--- config.mk ---
export PLATFORM = sky130hd
export DESIGN_NAME = bax_core
export DESIGN_NICKNAME = d
export VERILOG_FILES = /design/src/bax_pkg.sv /design/src/bax_alu.sv /design/src/bax_core.sv
export SDC_FILE = /design/constraint.sdc
export NUM_CORES = 2
export LEC_CHECK = 0
export ABC_CLOCK_PERIOD_IN_PS = 17800
export BUFFER_PORTS_ARGS = -buffer_cell sky130_fd_sc_hd__buf_2
export CAP_MARGIN = 20
export CORE_ASPECT_RATIO = 0.75
export CORE_MARGIN = 5
export CORE_UTILIZATION = 43
export DETAILED_ROUTE_END_ITERATION = 8
export RECOVER_POWER = 50
export SYNTH_ARGS = -nofsm -noshare
export SYNTH_HDL_FRONTEND = slang
export SYNTH_HIERARCHICAL = 1
export SYNTH_SLANG_ARGS = --single-unit
export TNS_END_PERCENT = 5
--- constraint.sdc ---
create_clock -name clk_sys -period 17.8 [get_ports clk_sys]
set_input_delay 2.67 -clock clk_sys [delete_from_list [all_inputs] [get_ports clk_sys]]
set_output_delay 2.67 -clock clk_sys [all_outputs]
set_load 0.05 [all_outputs]
--- src/bax_pkg.sv ---
`default_nettype none
package bax_pkg;

  // time base: one device clock period stands for one oscillator period
  localparam int CLK_PERIOD_NS = 5;
  localparam int OSC_PERIODS_PER_CYCLE = 4;
  localparam int CLKS_PER_CYCLE = OSC_PERIODS_PER_CYCLE;

  localparam int FILE_ADDR_W = 7;
  localparam int FILE_DEPTH = 128;
  localparam int PC_W = 13;
  localparam int STACK_DEPTH = 8;

  // register port map
  localparam logic [7:0] ADDR_FILE_LAST = 8'h7f;
  localparam logic [7:0] ADDR_ACC = 8'h80;
  localparam logic [7:0] ADDR_STATUS = 8'h81;
  localparam logic [7:0] ADDR_CORE = 8'h82;

  // status fields
  localparam int STAT_CARRY = 0;
  localparam int STAT_DIGIT_CARRY = 1;
  localparam int STAT_ZERO = 2;
  localparam int STAT_POWERDOWN_N = 3;
  localparam int STAT_TIMEOUT_N = 4;
  localparam logic [7:0] STATUS_RESET = 8'h18;
  localparam logic [7:0] ACC_RESET = 8'h00;

  // core register fields (read only)
  localparam int CORE_SLEEPING = 0;
  localparam int CORE_DISCARD = 1;

  typedef enum logic [3:0] {
    OP_NOP = 4'h0,
    OP_ADD_IMMEDIATE_TO_ACC = 4'h1,
    OP_ADD_ACC_TO_FILE = 4'h2,
    OP_FILE_BIT_CLEAR = 4'h3,
    OP_FILE_BIT_SET = 4'h4,
    OP_AND_IMMEDIATE_WITH_ACC = 4'h5,
    OP_AND_ACC_WITH_FILE = 4'h6,
    OP_TEST_BIT_SKIP_WHEN_ONE = 4'h7,
    OP_TEST_BIT_SKIP_WHEN_ZERO = 4'h8,
    OP_ROTATE_LEFT_VIA_CARRY = 4'h9,
    OP_ROTATE_RIGHT_VIA_CARRY = 4'ha,
    OP_SLEEP = 4'hb,
    OP_RETURN = 4'hc,
    OP_IMMEDIATE_MINUS_ACC = 4'hd,
    OP_FILE_MINUS_ACC = 4'he
  } bax_op_e;

  // quarter phases of one instruction cycle, gray coded
  typedef enum logic [1:0] {
    PH_Q1 = 2'b00,
    PH_Q2 = 2'b01,
    PH_Q3 = 2'b11,
    PH_Q4 = 2'b10
  } bax_phase_e;

  typedef struct packed {
    bax_op_e op;
    logic [FILE_ADDR_W-1:0] faddr;
    logic dest;
    logic [2:0] bsel;
    logic [7:0] lit;
  } bax_instr_s;

  typedef struct packed {
    logic [7:0] res;
    logic c;
    logic digit_c;
    logic z;
    logic upd_c;
    logic upd_digit_c;
    logic upd_z;
  } bax_alu_s;

  function automatic logic [7:0] bax_bit_mask(input logic [2:0] b);
    bax_bit_mask = 8'h01 << b;
  endfunction

endpackage
`default_nettype wire

--- src/bax_alu.sv ---
`default_nettype none
module bax_alu (
  input wire bax_pkg::bax_op_e op,
  input wire logic [7:0] acc,
  input wire logic [7:0] fval,
  input wire logic [7:0] lit,
  input wire logic [2:0] bsel,
  input wire logic carry_in,
  output var bax_pkg::bax_alu_s result
);

  logic [8:0] sum;
  logic [4:0] nib;
  logic [7:0] src;

  always_comb begin
    sum = 9'h000;
    nib = 5'h00;
    src = fval;
    result = '0;
    unique case (op)
      bax_pkg::OP_ADD_IMMEDIATE_TO_ACC, bax_pkg::OP_AND_IMMEDIATE_WITH_ACC,
      bax_pkg::OP_IMMEDIATE_MINUS_ACC: begin
        src = lit;
      end
      default: begin
        src = fval;
      end
    endcase
    unique case (op)
      bax_pkg::OP_ADD_IMMEDIATE_TO_ACC, bax_pkg::OP_ADD_ACC_TO_FILE: begin
        sum = {1'b0, acc} + {1'b0, src};
        nib = {1'b0, acc[3:0]} + {1'b0, src[3:0]};
        result.upd_c = 1'b1;
        result.upd_digit_c = 1'b1;
        result.upd_z = 1'b1;
      end
      bax_pkg::OP_IMMEDIATE_MINUS_ACC, bax_pkg::OP_FILE_MINUS_ACC: begin
        // carry out of src + ~acc + 1 is the no-borrow flag
        sum = {1'b0, src} + {1'b0, ~acc} + 9'h001;
        nib = {1'b0, src[3:0]} + {1'b0, ~acc[3:0]} + 5'h01;
        result.upd_c = 1'b1;
        result.upd_digit_c = 1'b1;
        result.upd_z = 1'b1;
      end
      bax_pkg::OP_AND_IMMEDIATE_WITH_ACC, bax_pkg::OP_AND_ACC_WITH_FILE: begin
        sum = {1'b0, acc & src};
        result.upd_z = 1'b1;
      end
      bax_pkg::OP_FILE_BIT_CLEAR: begin
        sum = {1'b0, fval & ~bax_pkg::bax_bit_mask(bsel)};
      end
      bax_pkg::OP_FILE_BIT_SET: begin
        sum = {1'b0, fval | bax_pkg::bax_bit_mask(bsel)};
      end
      bax_pkg::OP_ROTATE_LEFT_VIA_CARRY: begin
        sum = {fval[7], fval[6:0], carry_in};
        result.upd_c = 1'b1;
      end
      bax_pkg::OP_ROTATE_RIGHT_VIA_CARRY: begin
        sum = {fval[0], carry_in, fval[7:1]};
        result.upd_c = 1'b1;
      end
      default: begin
        sum = {1'b0, fval};
      end
    endcase
    result.res = sum[7:0];
    result.c = sum[8];
    result.digit_c = nib[4];
    result.z = (sum[7:0] == 8'h00);
  end

endmodule
`default_nettype wire

--- src/bax_core.sv ---
`default_nettype none
// Contract
// RULE1: file-operand ops take 7-bit address; dest 0 writes acc, dest 1 writes file.
// RULE2: add immediate to acc, result to acc, update carry, digit carry, zero.
// RULE3: add acc to file register, result to destination, update carry, digit carry, zero.
// RULE4: bit clear forces selected file bit to zero, flags untouched.
// RULE5: bit set forces selected file bit to one, flags untouched.
// RULE6: AND immediate with acc into acc, only zero flag changes.
// RULE7: AND acc with file into destination, only zero flag changes.
// RULE8: skip-when-one discards next instruction as a nop if bit is one.
// RULE9: skip-when-zero discards next instruction as a nop if bit is zero.
// RULE10: rotate left through carry into destination, only carry changes.
// RULE11: rotate right through carry into destination, only carry changes.
// RULE12: sleep clears watchdog and prescaler, sets timeout_n, clears powerdown_n, halts.
// RULE13: return pops stack top into program counter, flags kept, two cycles.
// RULE14: immediate minus acc into acc, two's complement, update carry, digit carry, zero.
// RULE15: file minus acc into destination, two's complement, update carry, digit carry, zero.
// RULE16: one instruction cycle is exactly four oscillator periods.
// RULE17: zero on all-zero result; carry and digit carry from bits 7 and 3.
// RULE18: rotates shift old carry in and the bit shifted out becomes carry.
module bax_core #(
  parameter int STACK_DEPTH = bax_pkg::STACK_DEPTH
) (
  input wire logic clk_sys,
  input wire logic rst,
  input wire logic instr_valid,
  input wire bax_pkg::bax_instr_s instr,
  output logic instr_ready,
  input wire logic call_push,
  input wire logic [bax_pkg::PC_W-1:0] call_pc,
  output logic pc_load,
  output logic [bax_pkg::PC_W-1:0] pc_value,
  output logic watchdog_clear,
  output logic sleeping,
  input wire logic wake,
  output logic [7:0] acc,
  output logic [7:0] status,
  input wire logic [7:0] bus_addr,
  input wire logic [7:0] bus_wdata,
  input wire logic bus_wr,
  input wire logic bus_rd,
  output logic [7:0] bus_rdata
);

  localparam int SP_W = $clog2(STACK_DEPTH);

  bax_pkg::bax_phase_e phase;
  bax_pkg::bax_alu_s alu;
  logic [7:0] file_mem [bax_pkg::FILE_DEPTH];
  logic [bax_pkg::PC_W-1:0] stack_mem [STACK_DEPTH];
  logic [SP_W-1:0] sp;
  logic discard;
  logic taken;
  logic exec;
  logic [7:0] fval;
  logic fbit;
  logic file_op;
  logic wr_file;
  logic wr_acc;
  logic skip;

  // instruction cycle divider; frozen while the oscillator is halted
  always_ff @(posedge clk_sys) begin
    if (rst) begin
      phase <= bax_pkg::PH_Q1;
    end else if (!sleeping) begin
      unique case (phase)
        bax_pkg::PH_Q1: phase <= bax_pkg::PH_Q2; // [RULE16]
        bax_pkg::PH_Q2: phase <= bax_pkg::PH_Q3;
        bax_pkg::PH_Q3: phase <= bax_pkg::PH_Q4;
        bax_pkg::PH_Q4: phase <= bax_pkg::PH_Q1;
      endcase
    end
  end

  assign instr_ready = (phase == bax_pkg::PH_Q4) && !sleeping; // [RULE16]
  assign taken = instr_ready && instr_valid;
  // an instruction taken while discard is set runs as a nop
  assign exec = taken && !discard;

  assign fval = file_mem[instr.faddr]; // [RULE1]
  assign fbit = |(fval & bax_pkg::bax_bit_mask(instr.bsel));

  bax_alu u_alu (
    .op(instr.op),
    .acc(acc),
    .fval(fval),
    .lit(instr.lit),
    .bsel(instr.bsel),
    .carry_in(status[bax_pkg::STAT_CARRY]),
    .result(alu)
  );

  always_comb begin
    file_op = 1'b0;
    unique case (instr.op)
      bax_pkg::OP_ADD_ACC_TO_FILE, bax_pkg::OP_AND_ACC_WITH_FILE,
      bax_pkg::OP_ROTATE_LEFT_VIA_CARRY, bax_pkg::OP_ROTATE_RIGHT_VIA_CARRY,
      bax_pkg::OP_FILE_MINUS_ACC: file_op = 1'b1;
      default: file_op = 1'b0;
    endcase
  end

  always_comb begin
    wr_acc = 1'b0;
    wr_file = 1'b0;
    unique case (instr.op)
      bax_pkg::OP_ADD_IMMEDIATE_TO_ACC, bax_pkg::OP_AND_IMMEDIATE_WITH_ACC,
      bax_pkg::OP_IMMEDIATE_MINUS_ACC: wr_acc = exec; // [RULE2] [RULE6] [RULE14]
      bax_pkg::OP_FILE_BIT_CLEAR, bax_pkg::OP_FILE_BIT_SET: wr_file = exec; // [RULE4] [RULE5]
      default: begin
        wr_acc = exec && file_op && !instr.dest; // [RULE1]
        wr_file = exec && file_op && instr.dest; // [RULE1]
      end
    endcase
  end

  always_comb begin
    skip = 1'b0;
    unique case (instr.op)
      bax_pkg::OP_TEST_BIT_SKIP_WHEN_ONE: skip = fbit; // [RULE8]
      bax_pkg::OP_TEST_BIT_SKIP_WHEN_ZERO: skip = !fbit; // [RULE9]
      bax_pkg::OP_RETURN: skip = 1'b1; // [RULE13]
      default: skip = 1'b0;
    endcase
  end

  // second cycle of a skip or return: the fetched successor is thrown away
  always_ff @(posedge clk_sys) begin
    if (rst) begin
      discard <= 1'b0;
    end else if (taken) begin
      discard <= exec && skip; // [RULE8] [RULE9] [RULE13]
    end
  end

  // no reset on the file array: it is plain data storage
  always_ff @(posedge clk_sys) begin
    if (wr_file) begin
      file_mem[instr.faddr] <= alu.res; // [RULE1] [RULE3] [RULE4] [RULE5]
    end else if (bus_wr && !bus_addr[7]) begin
      file_mem[bus_addr[6:0]] <= bus_wdata;
    end
  end

  always_ff @(posedge clk_sys) begin
    if (rst) begin
      acc <= bax_pkg::ACC_RESET;
    end else if (wr_acc) begin
      acc <= alu.res; // [RULE2] [RULE6] [RULE7] [RULE14] [RULE15]
    end else if (bus_wr && bus_addr == bax_pkg::ADDR_ACC) begin
      acc <= bus_wdata;
    end
  end

  // hardware flag updates win over a software write in the same cycle
  always_ff @(posedge clk_sys) begin
    if (rst) begin
      status <= bax_pkg::STATUS_RESET;
    end else begin
      if (bus_wr && bus_addr == bax_pkg::ADDR_STATUS) begin
        status <= bus_wdata;
      end
      if (exec && alu.upd_c) begin
        status[bax_pkg::STAT_CARRY] <= alu.c; // [RULE10] [RULE11] [RULE17] [RULE18]
      end
      if (exec && alu.upd_digit_c) begin
        status[bax_pkg::STAT_DIGIT_CARRY] <= alu.digit_c; // [RULE3] [RULE15] [RULE17]
      end
      if (exec && alu.upd_z) begin
        status[bax_pkg::STAT_ZERO] <= alu.z; // [RULE7] [RULE17]
      end
      if (exec && instr.op == bax_pkg::OP_SLEEP) begin
        status[bax_pkg::STAT_TIMEOUT_N] <= 1'b1; // [RULE12]
        status[bax_pkg::STAT_POWERDOWN_N] <= 1'b0; // [RULE12]
      end
    end
  end

  always_ff @(posedge clk_sys) begin
    if (rst) begin
      sleeping <= 1'b0;
      watchdog_clear <= 1'b0;
    end else begin
      watchdog_clear <= exec && instr.op == bax_pkg::OP_SLEEP; // [RULE12]
      if (exec && instr.op == bax_pkg::OP_SLEEP) begin
        sleeping <= 1'b1; // [RULE12]
      end else if (wake) begin
        sleeping <= 1'b0;
      end
    end
  end

  // circular stack; a pop in the same cycle as a push drops the push
  always_ff @(posedge clk_sys) begin
    if (rst) begin
      sp <= '0;
      pc_load <= 1'b0;
      pc_value <= '0;
    end else begin
      pc_load <= 1'b0;
      if (exec && instr.op == bax_pkg::OP_RETURN) begin
        sp <= sp - 1'b1; // [RULE13]
        pc_load <= 1'b1;
        pc_value <= stack_mem[sp - 1'b1]; // [RULE13]
      end else if (call_push) begin
        sp <= sp + 1'b1;
      end
    end
  end

  always_ff @(posedge clk_sys) begin
    if (call_push && !(exec && instr.op == bax_pkg::OP_RETURN)) begin
      stack_mem[sp] <= call_pc;
    end
  end

  always_ff @(posedge clk_sys) begin
    if (rst) begin
      bus_rdata <= 8'h00;
    end else if (!bus_rd) begin
      bus_rdata <= 8'h00;
    end else if (!bus_addr[7]) begin
      bus_rdata <= file_mem[bus_addr[6:0]];
    end else if (bus_addr == bax_pkg::ADDR_ACC) begin
      bus_rdata <= acc;
    end else if (bus_addr == bax_pkg::ADDR_STATUS) begin
      bus_rdata <= status;
    end else if (bus_addr == bax_pkg::ADDR_CORE) begin
      bus_rdata <= {6'h00, discard, sleeping};
    end else begin
      bus_rdata <= 8'h00;
    end
  end

  property p_cycle_length;
    @(posedge clk_sys) disable iff (rst)
    taken |=> !instr_ready [*3];
  endproperty
  a_cycle_length: assert property (p_cycle_length) else $error("ready inside a cycle"); // [RULE16]

  property p_add_imm;
    @(posedge clk_sys) disable iff (rst)
    exec && instr.op == bax_pkg::OP_ADD_IMMEDIATE_TO_ACC
    |=> acc == 8'($past(acc) + $past(instr.lit))
        && status[bax_pkg::STAT_ZERO] == (acc == 8'h00);
  endproperty
  a_add_imm: assert property (p_add_imm) else $error("bad immediate add"); // [RULE2]

  property p_sub_carry;
    @(posedge clk_sys) disable iff (rst)
    exec && instr.op == bax_pkg::OP_IMMEDIATE_MINUS_ACC
    |=> status[bax_pkg::STAT_CARRY] == ($past(instr.lit) >= $past(acc));
  endproperty
  a_sub_carry: assert property (p_sub_carry) else $error("bad borrow flag"); // [RULE14]

  property p_bit_clear;
    @(posedge clk_sys) disable iff (rst)
    exec && instr.op == bax_pkg::OP_FILE_BIT_CLEAR
    |=> !file_mem[$past(instr.faddr)][$past(instr.bsel)] && $stable(status[2:0]);
  endproperty
  a_bit_clear: assert property (p_bit_clear) else $error("bit clear failed"); // [RULE4]

  property p_and_carry;
    @(posedge clk_sys) disable iff (rst)
    exec && instr.op == bax_pkg::OP_AND_IMMEDIATE_WITH_ACC && !bus_wr
    |=> $stable(status[bax_pkg::STAT_DIGIT_CARRY:bax_pkg::STAT_CARRY]);
  endproperty
  a_and_carry: assert property (p_and_carry) else $error("AND touched carry"); // [RULE6]

  property p_skip_nop;
    @(posedge clk_sys) disable iff (rst)
    exec && instr.op == bax_pkg::OP_TEST_BIT_SKIP_WHEN_ONE && fbit
    |=> discard [*4] ##1 (discard != $past(taken));
  endproperty
  a_skip_nop: assert property (p_skip_nop) else $error("skip not two cycles"); // [RULE8]

  property p_rotate_left;
    @(posedge clk_sys) disable iff (rst)
    exec && instr.op == bax_pkg::OP_ROTATE_LEFT_VIA_CARRY && !instr.dest
    |=> acc == {$past(fval[6:0]), $past(status[bax_pkg::STAT_CARRY])}
        && status[bax_pkg::STAT_CARRY] == $past(fval[7]);
  endproperty
  a_rotate_left: assert property (p_rotate_left) else $error("bad rotate"); // [RULE18]

  property p_sleep;
    @(posedge clk_sys) disable iff (rst)
    exec && instr.op == bax_pkg::OP_SLEEP
    |=> watchdog_clear && sleeping && status[bax_pkg::STAT_TIMEOUT_N]
        && !status[bax_pkg::STAT_POWERDOWN_N] ##1 !watchdog_clear;
  endproperty
  a_sleep: assert property (p_sleep) else $error("bad sleep entry"); // [RULE12]

  property p_return;
    @(posedge clk_sys) disable iff (rst)
    exec && instr.op == bax_pkg::OP_RETURN
    |=> pc_load && pc_value == $past(stack_mem[sp - 1'b1]) && $stable(status) ##1 !pc_load;
  endproperty
  a_return: assert property (p_return) else $error("bad return"); // [RULE13]

endmodule
`default_nettype wire

==> run summary <==
Along the worst hold path, the cell count comes to 2. The number of H-tree levels came out at 3. The total area of sequential cells is 34800 µm². In the final layout, the multi-input gates occupy 20000 µm². The setup slack after placement is 6950 ps.

The area share of xor/xnor cells in the synthesized design is 0.138%. The fill cell total of the finished layout is 10800. For flop-to-flop paths, the worst setup slack is 10820 ps. The portion of synthesized cell area occupied by the leading cell type came out at 60.3%. The number of synthesized flops with an enable pin came out at 1128. The routability congestion estimate from global placement is 0.991. The proportion of synthesized flip-flops having asynchronous set or reset came out at 0%. The synthesized instance count came out at 3097. The signal on the critical path passes through buf_8, buf_4, buf_4, mux2i_1, a221oi_1, o21ai_0, a21oi_1, nor4_1, a31oi_1, inv_1, o21ai_0, ha_1, o2111ai_1, nand3_1, o21a_1, o211a_1, a21oi_1, mux2_4, buf_4.

The largest net degree at the start of global routing is 111. The share of the synthesized area in compound gates (AO/OA/AOI/OAI) came out at 4.51%. The portion of the clock cycle consumed by the worst path in the final layout came out at 56.6%. The count of unresolved DRC violations after routing is 0.

The post-CTS resize count came out at 0. The count of hold-fix buffers inserted at cts is 0. The design draws 6.31 mW. Setup repair after global routing left no endpoint under its margin. The clock latency on the worst-skew pair is 750 ps. In this design, the stage delay of the slowest critical-path cell is 850 ps. During synthesis, Yosys emitted a total of 6 warnings. VDD sags by at most 0.0000729 V. The remaining global-route overflow came out at 0. The run finished, with violations left. For hold timing, the worst endpoint is pc_value[6].

The clock group share of total power is 38.1%. The height of the die is 323 µm. The die area is 138000 µm². The relative contribution of sequential cells to total power is 50.1%. The die extent in x came out at 427 µm. In the global route stage, overall resource usage came out at 27.1%. The total wirelength of the detailed-routed design is 189000 µm. The endpoint of the most critical register-to-register path is file_mem[96][7]. The number of buffers added by the clock tree synthesis step came out at 115. The biggest area consumer among synthesized cells is sky130_fd_sc_hd__edfxtp_1. The total number of clock tree sinks is 1174. The type of element launching the critical path is an input port. The largest clock skew in the final design came out at 35.0 ps. The power dissipated by switching net loads came out at 1.60 mW. The number of vias after detailed routing is 34400. The minimum clock period is 10080 ps. The number of I/O port buffers came out at 99. The number of distinct library cell variants in the gate-level netlist after synthesis came out at 89. The TritonCTS clock tree is built. The hold violation total from the final report is 0.

The number of I/O pins is 100. The largest family of logic cells by synthesized area is multiplexers. Among all stages on the critical path, the largest delay is contributed by sky130_fd_sc_hd__buf_4. At the pin with the least slew margin, the transition time is 2800 ps. The first TritonRoute pass finished after 6 iterations. The signed area change from the synthesized netlist to the final layout came out at 10.9%. Counting instances in the post-synthesis netlist gives the leading cell types as sky130_fd_sc_hd__edfxtp_1, sky130_fd_sc_hd__mux4_2, sky130_fd_sc_hd__nor2_1. The number of max-cap violations came out at 6. After floorplanning, the core was divided into 114 placement rows. The master cell of the clock root buffer is sky130_fd_sc_hd__clkbuf_16. In the post-synthesis netlist, the biggest area contributors are sky130_fd_sc_hd__edfxtp_1, sky130_fd_sc_hd__mux4_2, sky130_fd_sc_hd__mux2i_1, sky130_fd_sc_hd__dfxtp_1, sky130_fd_sc_hd__nor2_1.

In this run the most critical hold path is launched from pc_value[6]. A synthesized cell averages 18.1 µm². The area after detailed placement came out at 58800 µm². The type of the worst min-delay path is reg2reg. The number of vias per cell is 6.77. In this run the worst path has a maximum fanout of 73. The upper clock frequency limit is 99.2 MHz. The setup slack after layout came out at 7720 ps. The fraction of power consumed by combinational cells came out at 11.8%. The first routing iteration left 5299 violations.

The initial cell density of the core came out at 43.4%. The total count of max-transition violations in the final report came to 140. The fraction of final layout cells sized beyond drive strength 1 is 26.0%. The number of antenna violations at the first check in global routing came to 8.

In this run switching power makes up 25.3% of total power. In this run the remaining antenna-violating nets after routing total 0. The synthesized-area fraction occupied by and/or/nand/nor cells came out at 4.37%. The required arrival time at the worst endpoint came out at 18210 ps.

The core footprint came out at 129000 µm². The total setup violations reported at the end of the flow is 0. The depth of the worst register-to-register path came out at 16.

The number of nets in the synthesized netlist is 3177. The leading register cell type out of synthesis is sky130_fd_sc_hd__edfxtp_1. The checks that failed: capacitance limit, slew limit. Post-CTS timing repair inserted 0 buffers for setup. The setup path with the least slack is of type in2reg. Data arrives at the worst endpoint at 10490 ps. The synthesized netlist devotes 0.495% of its cell area to adder and majority cells.

Summing the sequential cell areas from Yosys gives 62.0% of the chip area. The worst register-to-register path begins at file_mem[37][4]. sky130_fd_sc_hd__edfxtp_1 is the most common cell in the netlist. The reported leakage power is 19.6 nW. Counting stages on the worst path, the most repeated cell is sky130_fd_sc_hd__buf_4.

The multiplexer share of the synthesized area is 25.9%. The power per unit of standard cell area is 101 nW/µm². The number of global-route vias before repair came out at 33300. The internal cell power is 4.71 mW. The average detailed-routed wire length per instance is 37.2 µm. The headroom to the max-slew limit is -86.6%. STA classifies the critical path endpoint as a register.

The wire length of the first global-routing pass came out at 263000 µm. The post-synthesis cell area is 56200 µm². The clock tree buffer depth is 3.

The clock-pin slew on the worst setup and hold paths is 60 ps. The net count of the finished layout came out at 3315. Once detailed placement completed, the half-perimeter wirelength came to 126000 µm.

The number of flip-flops and latches in the synthesized netlist is 1174. The sum of negative setup slack came out at 0 ps. The final non-filler cell area is 62300 µm².
## worst max-delay path, delay by kind of cell
family	cells	cell delay, ps
muxes	2	850
adders and majority gates	1	400
AOI/OAI and AO/OA	9	3040
buffers and inverters	5	2910
and+or+nand+nor	2	340
## through the flow
stage / hold WS, ps / cells / util, %
after floorplan: 495 / 3097 / -
after global placement: 489 / 4821 / 45.3
after detailed placement: 488 / 4841 / 45.5
after CTS: 499 / 5056 / 48.3
after global routing: 523 / 5074 / 48.1
final: 501 / 5078 / 48.1
## flip-flops by register name, summed over array words and instances, names as in the netlist, 2 cells and up
name / count
stack_mem: 104
bus_rdata: 8
acc: 8
sp: 3
pc_value: 13
status: 8
phase: 2
file_mem: 1024
## area by class of cell
type,count,share of cell area (%)
flip-flops and latches,1174,55.9
multi-input cells,1656,32.1
clock buffers,145,4.92
well taps,1740,3.50
repair buffers,252,2.36
clock inverters,70,0.969
inverters,36,0.217
diodes,5,0.0201
## cell usage in the layout (no fill, tap or decap), types with 48 or more instances in the layout
| cell type | instances |
|---|---|
| sky130_fd_sc_hd__o21ai_0 | 50 |
| sky130_fd_sc_hd__edfxtp_1 | 1128 |
| sky130_fd_sc_hd__clkbuf_16 | 116 |
| sky130_fd_sc_hd__clkbuf_1 | 159 |
| sky130_fd_sc_hd__mux2i_1 | 196 |
| sky130_fd_sc_hd__a22oi_1 | 48 |
| sky130_fd_sc_hd__nor2_1 | 222 |
| sky130_fd_sc_hd__mux4_2 | 529 |
| sky130_fd_sc_hd__buf_4 | 66 |
| sky130_fd_sc_hd__a21oi_1 | 60 |
| sky130_fd_sc_hd__nand2_1 | 86 |
## power by group through the flow
stage / registers (mW) / logic [mW] / clock network, mW
after floorplan: 3.23 / 0.427 / 0
after global placement: 3.22 / 0.697 / 0
after detailed placement: 3.23 / 0.719 / 0
after CTS: 3.17 / 0.720 / 2.43
after global routing: 3.16 / 0.769 / 2.56
final: 3.16 / 0.744 / 2.41
## kinds of logic after synthesis
family	Yosys count
muxes	761
and+or+nand+nor	505
AOI/OAI and AO/OA	361
DFF	1174
adders and majority gates	21
buffers and inverters	267
xor gates and xnor gates	8
## how the worst max path moves through the flow
stage | slack [ps] | endpoint | cells after the start | startpoint
2_1_floorplan | 9920 | file_mem[0][6] | 22 | instr[12]
3_3_place_gp | 7180 | file_mem[2][6] | 19 | instr[12]
3_5_place_dp | 6950 | file_mem[2][6] | 19 | instr[12]
4_1_cts | 7700 | file_mem[28][6] | 19 | instr[12]
5_1_grt | 7380 | file_mem[111][7] | 20 | instr[12]
6_report | 7720 | file_mem[96][7] | 19 | instr[12]
## routing by layer
metal	up-vias	share of wire, %	GRT usage, %
li1	13400	-	-
met1	18200	40	39.3
met2	2431	42	37.6
met3	392	14	10.8
met4	2	3.8	8.77
met5	-	0.032	0
(Power assumes the default switching activity.)
